`config.mk`:
```
export PLATFORM = sky130hd
export DESIGN_NAME = amb_mailbox
export DESIGN_NICKNAME = d
export VERILOG_FILES = /design/src/rtl/amb_pkg.sv /design/src/rtl/amb_mailbox.sv
export VERILOG_INCLUDE_DIRS = /design/src /design/src/rtl
export SDC_FILE = /design/constraint.sdc
export NUM_CORES = 1
export LEC_CHECK = 0
export ABC_AREA = 1
export BUFFER_PORTS_ARGS = -buffer_cell sky130_fd_sc_hd__buf_2
export CORE_ASPECT_RATIO = 0.9
export CORE_MARGIN = 4
export CORE_UTILIZATION = 43
export CTS_BUF_LIST = sky130_fd_sc_hd__clkbuf_8
export CTS_CLUSTER_DIAMETER = 150
export CTS_CLUSTER_SIZE = 8
export DETAILED_ROUTE_END_ITERATION = 7
export GPL_ROUTABILITY_DRIVEN = 1
export MAX_ROUTING_LAYER = met4
export SLEW_MARGIN = 30
export SYNTH_ARGS = -nofsm -noshare
export SYNTH_HDL_FRONTEND = slang
export SYNTH_SLANG_ARGS = --single-unit
export TNS_END_PERCENT = 1
```
`constraint.sdc`:
```
create_clock -name core_clk_i -period 2.4 [get_ports core_clk_i]
set_input_delay 0.6 -clock core_clk_i [delete_from_list [all_inputs] [get_ports core_clk_i]]
set_output_delay 0.6 -clock core_clk_i [all_outputs]
set_load 0.05 [all_outputs]
```
`src/rtl/amb_params.svh`:
```
// Register map, field positions and encodings of the add-on mailbox block
`ifndef AMB_PARAMS_SVH
`define AMB_PARAMS_SVH

// ==========================================================
// Bus geometry
`define AMB_ADDR_W 8
`define AMB_DATA_W 32
`define AMB_BOXES 4
`define AMB_HALF_W 16

// ==========================================================
// Address regions (address bits 7:4) and word index (bits 3:2)
`define AMB_RGN_INB 4'h0
`define AMB_RGN_OUTB 4'h1
`define AMB_RGN_MISC 4'h2
`define AMB_IDX_FLAGS 2'h0
`define AMB_IDX_CTRL 2'h1
`define AMB_IDX_ISTAT 2'h2
`define AMB_IDX_IMASK 2'h3

// ==========================================================
// Field positions
`define AMB_CTRL_FLAG_RST 0
`define AMB_IRQ_FILL 0
`define AMB_IRQ_DRAIN 1
`define AMB_IRQ_W 2

// ==========================================================
// Bus responses
`define AMB_RESP_OKAY 2'h0
`define AMB_RESP_SLVERR 2'h2

`endif

```
`src/rtl/amb_pkg.sv`:
```
// Types shared by the add-on mailbox block
package amb_pkg;
`include "amb_params.svh"

   // ==========================================================
   // Complete register state of the mailbox block
   typedef struct packed {
      logic [`AMB_BOXES-1:0][`AMB_DATA_W-1:0] inb;
      logic [`AMB_BOXES-1:0][`AMB_DATA_W-1:0] outb;
      logic [`AMB_DATA_W-1:0] flags;
      logic [`AMB_IRQ_W-1:0] istat;
      logic [`AMB_IRQ_W-1:0] imask;
      logic aw_got;
      logic [`AMB_ADDR_W-1:0] awaddr;
      logic w_got;
      logic [`AMB_DATA_W-1:0] wdata;
      logic [3:0] wstrb;
      logic bvalid;
      logic [1:0] bresp;
      logic rvalid;
      logic [`AMB_DATA_W-1:0] rdata;
      logic [1:0] rresp;
      logic [`AMB_DATA_W-1:0] host_rdata;
   } amb_state_t;

endpackage

```
`src/rtl/amb_mailbox.sv`:
```
// Add-on side mailbox registers with byte fill flags, AXI4-Lite slave
// Operation
// - Add-on side mirrors host-side mailbox flag and access behaviour
// - Flag bits 15:0 show inbound bytes holding unread host data
// - Reading a full inbound byte clears its flag in both views
// - Inbound boxes return a full 32-bit word on read
// - Flag bits 31:16 show outbound bytes the host has not read
// - Writing a still-full outbound byte overwrites it, no error, no stall
// - Outbound boxes take 32-bit writes, each enabled byte stored alone
// - Writing an outbound byte sets its flag in both views
// - Flags read-only; writing one to flag reset clears all flags except any set in that same cycle
// - Four inbound read-only and four outbound read/write boxes
//
// The AXI4-Lite slave port and the register addresses were chosen for this implementation.
`timescale 1ns/10ps
module amb_mailbox
   import amb_pkg::*;
#(
   parameter int ADDR_W = `AMB_ADDR_W
) (
   // Clock and reset
   input wire logic core_clk_i,
   input wire logic rst_n_i,
   // AXI4-Lite write address
   input wire logic s_axi_awvalid,
   output logic s_axi_awready,
   input wire logic [ADDR_W-1:0] s_axi_awaddr,
   input wire logic [2:0] s_axi_awprot,
   // AXI4-Lite write data
   input wire logic s_axi_wvalid,
   output logic s_axi_wready,
   input wire logic [31:0] s_axi_wdata,
   input wire logic [3:0] s_axi_wstrb,
   // AXI4-Lite write response
   output logic s_axi_bvalid,
   input wire logic s_axi_bready,
   output logic [1:0] s_axi_bresp,
   // AXI4-Lite read address
   input wire logic s_axi_arvalid,
   output logic s_axi_arready,
   input wire logic [ADDR_W-1:0] s_axi_araddr,
   input wire logic [2:0] s_axi_arprot,
   // AXI4-Lite read data
   output logic s_axi_rvalid,
   input wire logic s_axi_rready,
   output logic [31:0] s_axi_rdata,
   output logic [1:0] s_axi_rresp,
   // Host side mailbox access
   input wire logic host_wr_i,
   input wire logic host_rd_i,
   input wire logic [1:0] host_box_i,
   input wire logic [3:0] host_be_i,
   input wire logic [31:0] host_wdata_i,
   input wire logic host_flag_rst_i,
   output logic [31:0] host_rdata_o,
   output logic [31:0] host_mailbox_fill_flags_o,
   // Interrupt
   output logic irq_o
);

   // ==========================================================
   // State
   amb_state_t q;
   amb_state_t n;

   logic ar_hs;
   logic [3:0] ar_rgn;
   logic [1:0] ar_idx;
   logic wr_exec;
   logic [3:0] wr_rgn;
   logic [1:0] wr_idx;
   logic wr_mapped;
   logic rd_mapped;
   logic flag_rst;
   logic ev_fill;
   logic ev_drain;
   logic [15:0] in_set;
   logic [15:0] in_rdclr;
   logic [15:0] out_set;
   logic [15:0] out_rdclr;

   // ==========================================================
   // Decode
   // Write executes from captured address and data, so AW and W may come in any order
   assign wr_exec = q.aw_got && q.w_got;
   assign wr_rgn = q.awaddr[7:4];
   assign wr_idx = q.awaddr[3:2];
   assign ar_hs = s_axi_arvalid && s_axi_arready;
   assign ar_rgn = s_axi_araddr[7:4];
   assign ar_idx = s_axi_araddr[3:2];
   assign wr_mapped = (wr_rgn == `AMB_RGN_INB) || (wr_rgn == `AMB_RGN_OUTB)
      || (wr_rgn == `AMB_RGN_MISC);
   assign rd_mapped = (ar_rgn == `AMB_RGN_INB) || (ar_rgn == `AMB_RGN_OUTB)
      || (ar_rgn == `AMB_RGN_MISC);

   // ==========================================================
   // Per-box flag set and clear masks
   for (genvar k = 0; k < `AMB_BOXES; k++) begin : g_box
      // Flag index is box * 4 + byte within box
      assign in_set[4*k +: 4] = (host_wr_i && host_box_i == 2'(k)) ? host_be_i : 4'h0;
      assign out_rdclr[4*k +: 4] = (host_rd_i && host_box_i == 2'(k)) ? host_be_i : 4'h0;
      // A word read drains all four bytes since AXI4-Lite reads carry no strobes
      assign in_rdclr[4*k +: 4] = (ar_hs && ar_rgn == `AMB_RGN_INB && ar_idx == 2'(k))
         ? 4'hf : 4'h0;
      assign out_set[4*k +: 4] = (wr_exec && wr_rgn == `AMB_RGN_OUTB && wr_idx == 2'(k))
         ? q.wstrb : 4'h0;
   end

   assign flag_rst = host_flag_rst_i || (wr_exec && wr_rgn == `AMB_RGN_MISC
      && wr_idx == `AMB_IDX_CTRL && q.wstrb[0] && q.wdata[`AMB_CTRL_FLAG_RST]);
   assign ev_fill = |in_set;
   assign ev_drain = |(out_rdclr & q.flags[31:16]);

   // ==========================================================
   // Next state
   always_comb begin
      n = q;
      // Write channel capture
      if (s_axi_awvalid && s_axi_awready) begin
         n.aw_got = 1'b1;
         n.awaddr = s_axi_awaddr[7:0];
      end
      if (s_axi_wvalid && s_axi_wready) begin
         n.w_got = 1'b1;
         n.wdata = s_axi_wdata;
         n.wstrb = s_axi_wstrb;
      end
      if (s_axi_bvalid && s_axi_bready) begin
         n.bvalid = 1'b0;
      end
      if (wr_exec) begin
         n.aw_got = 1'b0;
         n.w_got = 1'b0;
         n.bvalid = 1'b1;
         n.bresp = wr_mapped ? `AMB_RESP_OKAY : `AMB_RESP_SLVERR;
         // Inbound boxes and flags ignore bus writes
         if (wr_rgn == `AMB_RGN_OUTB) begin
            for (int b = 0; b < 4; b++) begin
               if (q.wstrb[b]) begin
                  // Full bytes are overwritten without stalling
                  n.outb[wr_idx][8*b +: 8] = q.wdata[8*b +: 8];
               end
            end
         end
         if (wr_rgn == `AMB_RGN_MISC && wr_idx == `AMB_IDX_IMASK && q.wstrb[0]) begin
            n.imask = q.wdata[`AMB_IRQ_W-1:0];
         end
      end
      // Host writes land in the inbound boxes
      for (int b = 0; b < 4; b++) begin
         if (host_wr_i && host_be_i[b]) begin
            n.inb[host_box_i][8*b +: 8] = host_wdata_i[8*b +: 8];
         end
      end
      if (host_rd_i) begin
         n.host_rdata = q.outb[host_box_i];
      end
      // Read channel
      if (s_axi_rvalid && s_axi_rready) begin
         n.rvalid = 1'b0;
      end
      if (ar_hs) begin
         n.rvalid = 1'b1;
         n.rresp = rd_mapped ? `AMB_RESP_OKAY : `AMB_RESP_SLVERR;
         n.rdata = 32'h0;
         case (ar_rgn)
            `AMB_RGN_INB: n.rdata = q.inb[ar_idx];
            `AMB_RGN_OUTB: n.rdata = q.outb[ar_idx];
            `AMB_RGN_MISC: begin
               case (ar_idx)
                  `AMB_IDX_FLAGS: n.rdata = q.flags;
                  `AMB_IDX_ISTAT: n.rdata = {30'h0, q.istat};
                  `AMB_IDX_IMASK: n.rdata = {30'h0, q.imask};
                  default: n.rdata = 32'h0;
               endcase
            end
            default: n.rdata = 32'h0;
         endcase
      end
      // Sets win over every clear in the same cycle
      n.flags = (q.flags & ~{out_rdclr, in_rdclr} & ~{32{flag_rst}})
         | {out_set, in_set};
      n.istat = q.istat;
      if (wr_exec && wr_rgn == `AMB_RGN_MISC && wr_idx == `AMB_IDX_ISTAT && q.wstrb[0]) begin
         n.istat = q.istat & ~q.wdata[`AMB_IRQ_W-1:0];
      end
      n.istat[`AMB_IRQ_FILL] = n.istat[`AMB_IRQ_FILL] | ev_fill;
      n.istat[`AMB_IRQ_DRAIN] = n.istat[`AMB_IRQ_DRAIN] | ev_drain;
   end

   always_ff @(posedge core_clk_i) begin
      if (!rst_n_i) begin
         q <= '0;
      end else begin
         q <= n;
      end
   end

   // ==========================================================
   // Outputs
   assign s_axi_awready = !q.aw_got && !q.bvalid;
   assign s_axi_wready = !q.w_got && !q.bvalid;
   assign s_axi_bvalid = q.bvalid;
   assign s_axi_bresp = q.bresp;
   assign s_axi_arready = !q.rvalid;
   assign s_axi_rvalid = q.rvalid;
   assign s_axi_rdata = q.rdata;
   assign s_axi_rresp = q.rresp;
   assign host_rdata_o = q.host_rdata;
   assign host_mailbox_fill_flags_o = q.flags;
   assign irq_o = |(q.istat & q.imask);
endmodule

```
; ---- Word level (Yosys, flattened, before mapping)
; Index checks and enable logic that the tools add are counted.
[classes]
n_addsub = 0
n_mul = 0
n_div = 0
order_cmp = 5
n_eq_ne = 13
shifts = 0
n_mux = 69
bitwise_logic = 12
n_reduce_logical = 62
[ops]
columns = op, count
row1 = 128-bit two-way mux, 14
row2 = 128-bit bitwise mux, 8
row3 = 32-bit demux with 2-bit select, 8
row4 = 32-bit binary-select mux with 2-bit select, 3
row5 = 32-bit one-hot mux with 3 select lines, 2
row6 = 32-bit two-way mux, 5
row7 = 32-bit AND, 2
row8 = 4-bit two-way mux, 16
row9 = 32-bit NOT, 2
row10 = 24-bit two-way mux, 2
row11 = 1-bit logical AND, 40
row12 = 35-bit two-way mux, 1
row13 = 16-bit two-way mux, 2
row14 = 32-bit OR, 1
row15 = 16-bit OR reduction, 2
row16 = 16-bit AND, 1
row17 = 8-bit two-way mux, 2
row18 = "2-bit == test, second input constant", 6
row19 = "2-bit by 3-bit < comparator with 1-bit output, second input constant", 3
row20 = "4-bit by 1-bit == test with 1-bit output, second input constant", 2
row21 = "4-bit by 2-bit == test with 1-bit output, second input constant", 2
row22 = 4-bit zero test, 2
row23 = "2-bit by 1-bit == test with 1-bit output, second input constant", 3
row24 = 2-bit zero test, 3
row25 = 13 further kinds, 29
[totals]
ff_bits = 408
latch_bits = 0
ram_bits = 0
rom_bits = 0
input_bits = 106
out_inout_bits = 106
word_cells = 183
n_memories = 0

; ---- Depth between registers and ports, before layout
[logic_depth]
ltp_word = 18
depth_mapped = 10
depth_no_buf = 9

; ---- Least setup slack after synthesis
; OpenSTA, ideal clock, no wires.
[synth_path]
path_kind = reg2reg
start = register q, in the netlist s_axi_bvalid
end = register q[100] in the netlist's numbering
setup_ns = 0.064
arrival_time_ns = 2.118
required_ns = 2.336
path_slack_ns = 0.218
path_stages_with_launch = 8
period_less_slack_ns = 2.182
cell_sequence = dfxtp_1 nor2_1 nand2_1 buf_2 clkinv_1 clkbuf_1 nor2_1 nor2_1
[synth_via]
elab_chain_len = 3
[synth_lines]
columns = element, line
row1 = from (decl), amb_mailbox.sv:63  ; amb_state_t q;
row2 = from (signal assigned), amb_mailbox.sv:195  ; q <= n;
row3 = 1-bit zero test, amb_mailbox.sv:202  ; assign s_axi_wready = !q.w_got && !q.bvalid;
row4 = 1-bit logical AND, amb_mailbox.sv:202
row5 = named net s_axi_wready, amb_mailbox.sv:31  ; output logic s_axi_wready,
row6 = 1-bit logical AND, amb_mailbox.sv:123  ; if (s_axi_wvalid && s_axi_wready) begin
; The timed path passes the listed nets, and every way through them passes these cells.
; A chain may end at the register's enable or synchronous reset.

; ---- Worst setup path after layout
[layout_path]
start = register q[119] in the netlist's numbering
end = output port irq_o
[layout_via]
elab_chain_len = 2
[layout_lines]
columns = element, line
row1 = 2-bit AND, amb_mailbox.sv:211  ; assign irq_o = |(q.istat & q.imask);
row2 = 2-bit OR reduction, amb_mailbox.sv:211
row3 = to (decl), amb_mailbox.sv:58  ; output logic irq_o
; Every way passes these cells.

==> metrics.csv <==
metric,value,unit
status,completed,
cp.arrival,1.54,ns
cap_violations,0,
p_sw,3.74,mW
leakage,7.62,nW
synth_area,0.0176,mm²
final_cells,3039,
start_kind,register,
syn2layout_area_growth,10.6,%
dr.pass1.iters,5,
drt_wl_total,57300,µm
overflow,0,
syn_area_per_cell,7.32,µm²
antenna_found_initial,1,
num_vias,16600,
synth_ff_type,dfxtp_1,
antenna_left,0,
worstPathRequired,1.80,ns
clk_pin_slew_worst_paths,0.06,ns
drt_iter0_markers,1696,
combPwrFrac,11.5,%
ios,212,
initial_utilization,43.5,%
place_ws,0.201,ns
min_period_over_period,89.2,%
grt_max_degree,155,
fin_util,48.1,%
ir_worst_vdd,0.385,mV
pwr_density_cell,681,mW/mm²
grt_first_pass_wirelength,87600,µm
grt_setup_unrepaired,no,
seq_power_share,53.5,%
cp_slowest_cell,dfxtp_1,
dpl_cell_area,0.0187,mm²
synth_edf_count,0,
ys_types,30,
report.final.hold_viol_count,0,
p_total,13.3,mW
hold_buffers,0,
port_buffers,199,
critical_path_class,register to output port,
p_sw_share,28.1,%
ys_async_sr_fraction,0,%
first_global_vias,15600,
reg2reg_from,q[106],
cts_setup_buffers,0,
synth_xor_xnor_area_share,0,%
r2r-end,q[229],
cts-buffers-inserted,56,
timing.final.ws_setup,0.259,ns
synth-seq-cells,404,
cpPeakStageDelay,0.37,ns
synth_cells,2410,
drcViolationCount,0,
tightest_slew,0.635,ns
drive_above_1_share,14.1,%
cts_tree,built,
synthSimpleGateAreaFrac,14.7,%
fp.dieW,222,µm
end_kind,output port,
clock_path_buffers,3,
path_cells,a22o_1 -> buf_2,
postLayoutCellArea,0.0195,mm²
cts-htree-levels,2,
post_drt_wl_per_cell,18.8,µm
r2r_cells,6,
drv_slew,0,
crit_path_start,q[119],
skew,0.0295,ns
crit_path_end,irq_o,
cts_sinks,404,
clkPwrFrac,35.0,%
rows,70,
yosysWarnings,0,
dp_hpwl,38600,µm
cp_max_fo,3,
max_freq,467,MHz
via_per_inst,5.46,
worst_hold_slack,0.219,ns
core,0.0406,mm²
synthAdderAreaFrac,0,%
muxShareOfSynthArea,0,%
synth_compound_area_share,26.1,%
tns,0,ns
cell_internal_pwr,9.56,mW
clock_latency,0.64,ns
root_buffer,clkbuf_8,
dp.cells,2977,
die_y,200,µm
synth_top_family_by_area,compound AO/OA/AOI/OAI gates,
fin_crit,2.14,ns
slew_headroom,57.7,%
die-area,0.0443,mm²
finalNetCount,2601,
r2r_slack,0.57,ns
cts_resized,0,
setup_viol,0,
ys_seq_area_share,45.8,%
hold_class,primary input to register,
grt_usage,25.2,%
gp_congestion,0.905,
[power groups by stage]
stage	clock, mW	combinational [mW]	sequential (mW)
5_1_grt	5.02	1.67	7.14
3_5_place_dp	0	1.51	7.26
2_1_floorplan	0	1.11	7.19
4_1_cts	4.77	1.52	7.12
3_3_place_gp	0	1.49	7.26
6_report	4.65	1.53	7.12
[critical path, delay by kind of cell, from the launching register on]
| kind | cells | cell delay [ns] |
|---|---|---|
| AOI/OAI and AO/OA | 1 | 0.25 |
| buffers and inverters | 1 | 0.30 |
| DFF | 1 | 0.37 |
[worst min path at each step]
stage,start,endpoint,cells after the start
global route,s_axi_bready,s_axi_bvalid,4
global placement,q[397],q[397],2
detailed placement,q[324],q[324],2
CTS,s_axi_bready,s_axi_bvalid,4
floorplan,q[323],q[323],2
finish,s_axi_bready,s_axi_bvalid,4
[sequential cells by signal, indices dropped and copies added, names as in the netlist]
name / cells
s_axi_bresp: 1
q: 304
host_mailbox_fill_flags_o: 32
s_axi_bvalid: 1
s_axi_rdata: 32
s_axi_rvalid: 1
host_rdata_o: 32
s_axi_rresp: 1
[cells by family (layout without fill, tap and decap cells)]
group           after synthesis  after routing
compound gates              875            875
simple gates                621            621
buf+inv                     509            595
flops                       404            404
other cells                   1              4
[layout make-up]
class                      count  area [µm²]
clock buffer                  57         785
inverter                     257         965
clock inverter                 3        45.0
sequential                   404        8090
fill                        4059       21000
tap                          540         676
antenna                        2        5.00
multi-input combinational   1498        7210
timing repair buffer         278        1750
[cells in the mapped netlist (2+ instances only)]
master	count	share of area (%)
buf_2	25	0.71
buf_4	100	4.3
nand3_2	2	0.11
nand3_1	39	1.1
buf_1	9	0.19
nor2_1	305	6.5
a31oi_1	4	0.14
inv_1	253	5.4
nand2_1	212	4.5
a22oi_1	10	0.43
buf_6	5	0.32
nand3_4	4	0.40
dfxtp_1	404	46
clkbuf_1	113	2.4
nand4_1	48	1.7
nor3_1	6	0.17
a21oi_1	302	8.6
o22ai_1	146	5.2
nand2_2	2	0.071
o21ai_0	408	12
clkinv_1	3	0.064
o21ai_1	2	0.057
[placed cells by master, fill, tap and decap left out, drive strengths merged]
cell type and n:
a22oi 10, nor3 7, clkinvlp 2, and2 1, dfxtp 404, a21oi 302, clkbuf 57, o21ai 411
bufinv 1, nand3 45, a22o 1, nand4 48, o22ai 146, o21a 1, buf 278, inv 253
conb 2, a31oi 4, nand2 214, diode 2, nor2 306, clkinv 4
[layer usage]
| layer | GRT usage (%) | share of wire [%] | up-vias |
|---|---|---|---|
| met5 | - | 0 | - |
| met3 | 3.84 | 7.5 | 121 |
| met4 | 9.10 | 3.3 | 0 |
| li1 | - | - | 8128 |
| met2 | 38.3 | 44 | 652 |
| met1 | 34.4 | 45 | 7696 |
Note: power is estimated with default switching activity, not from simulation.
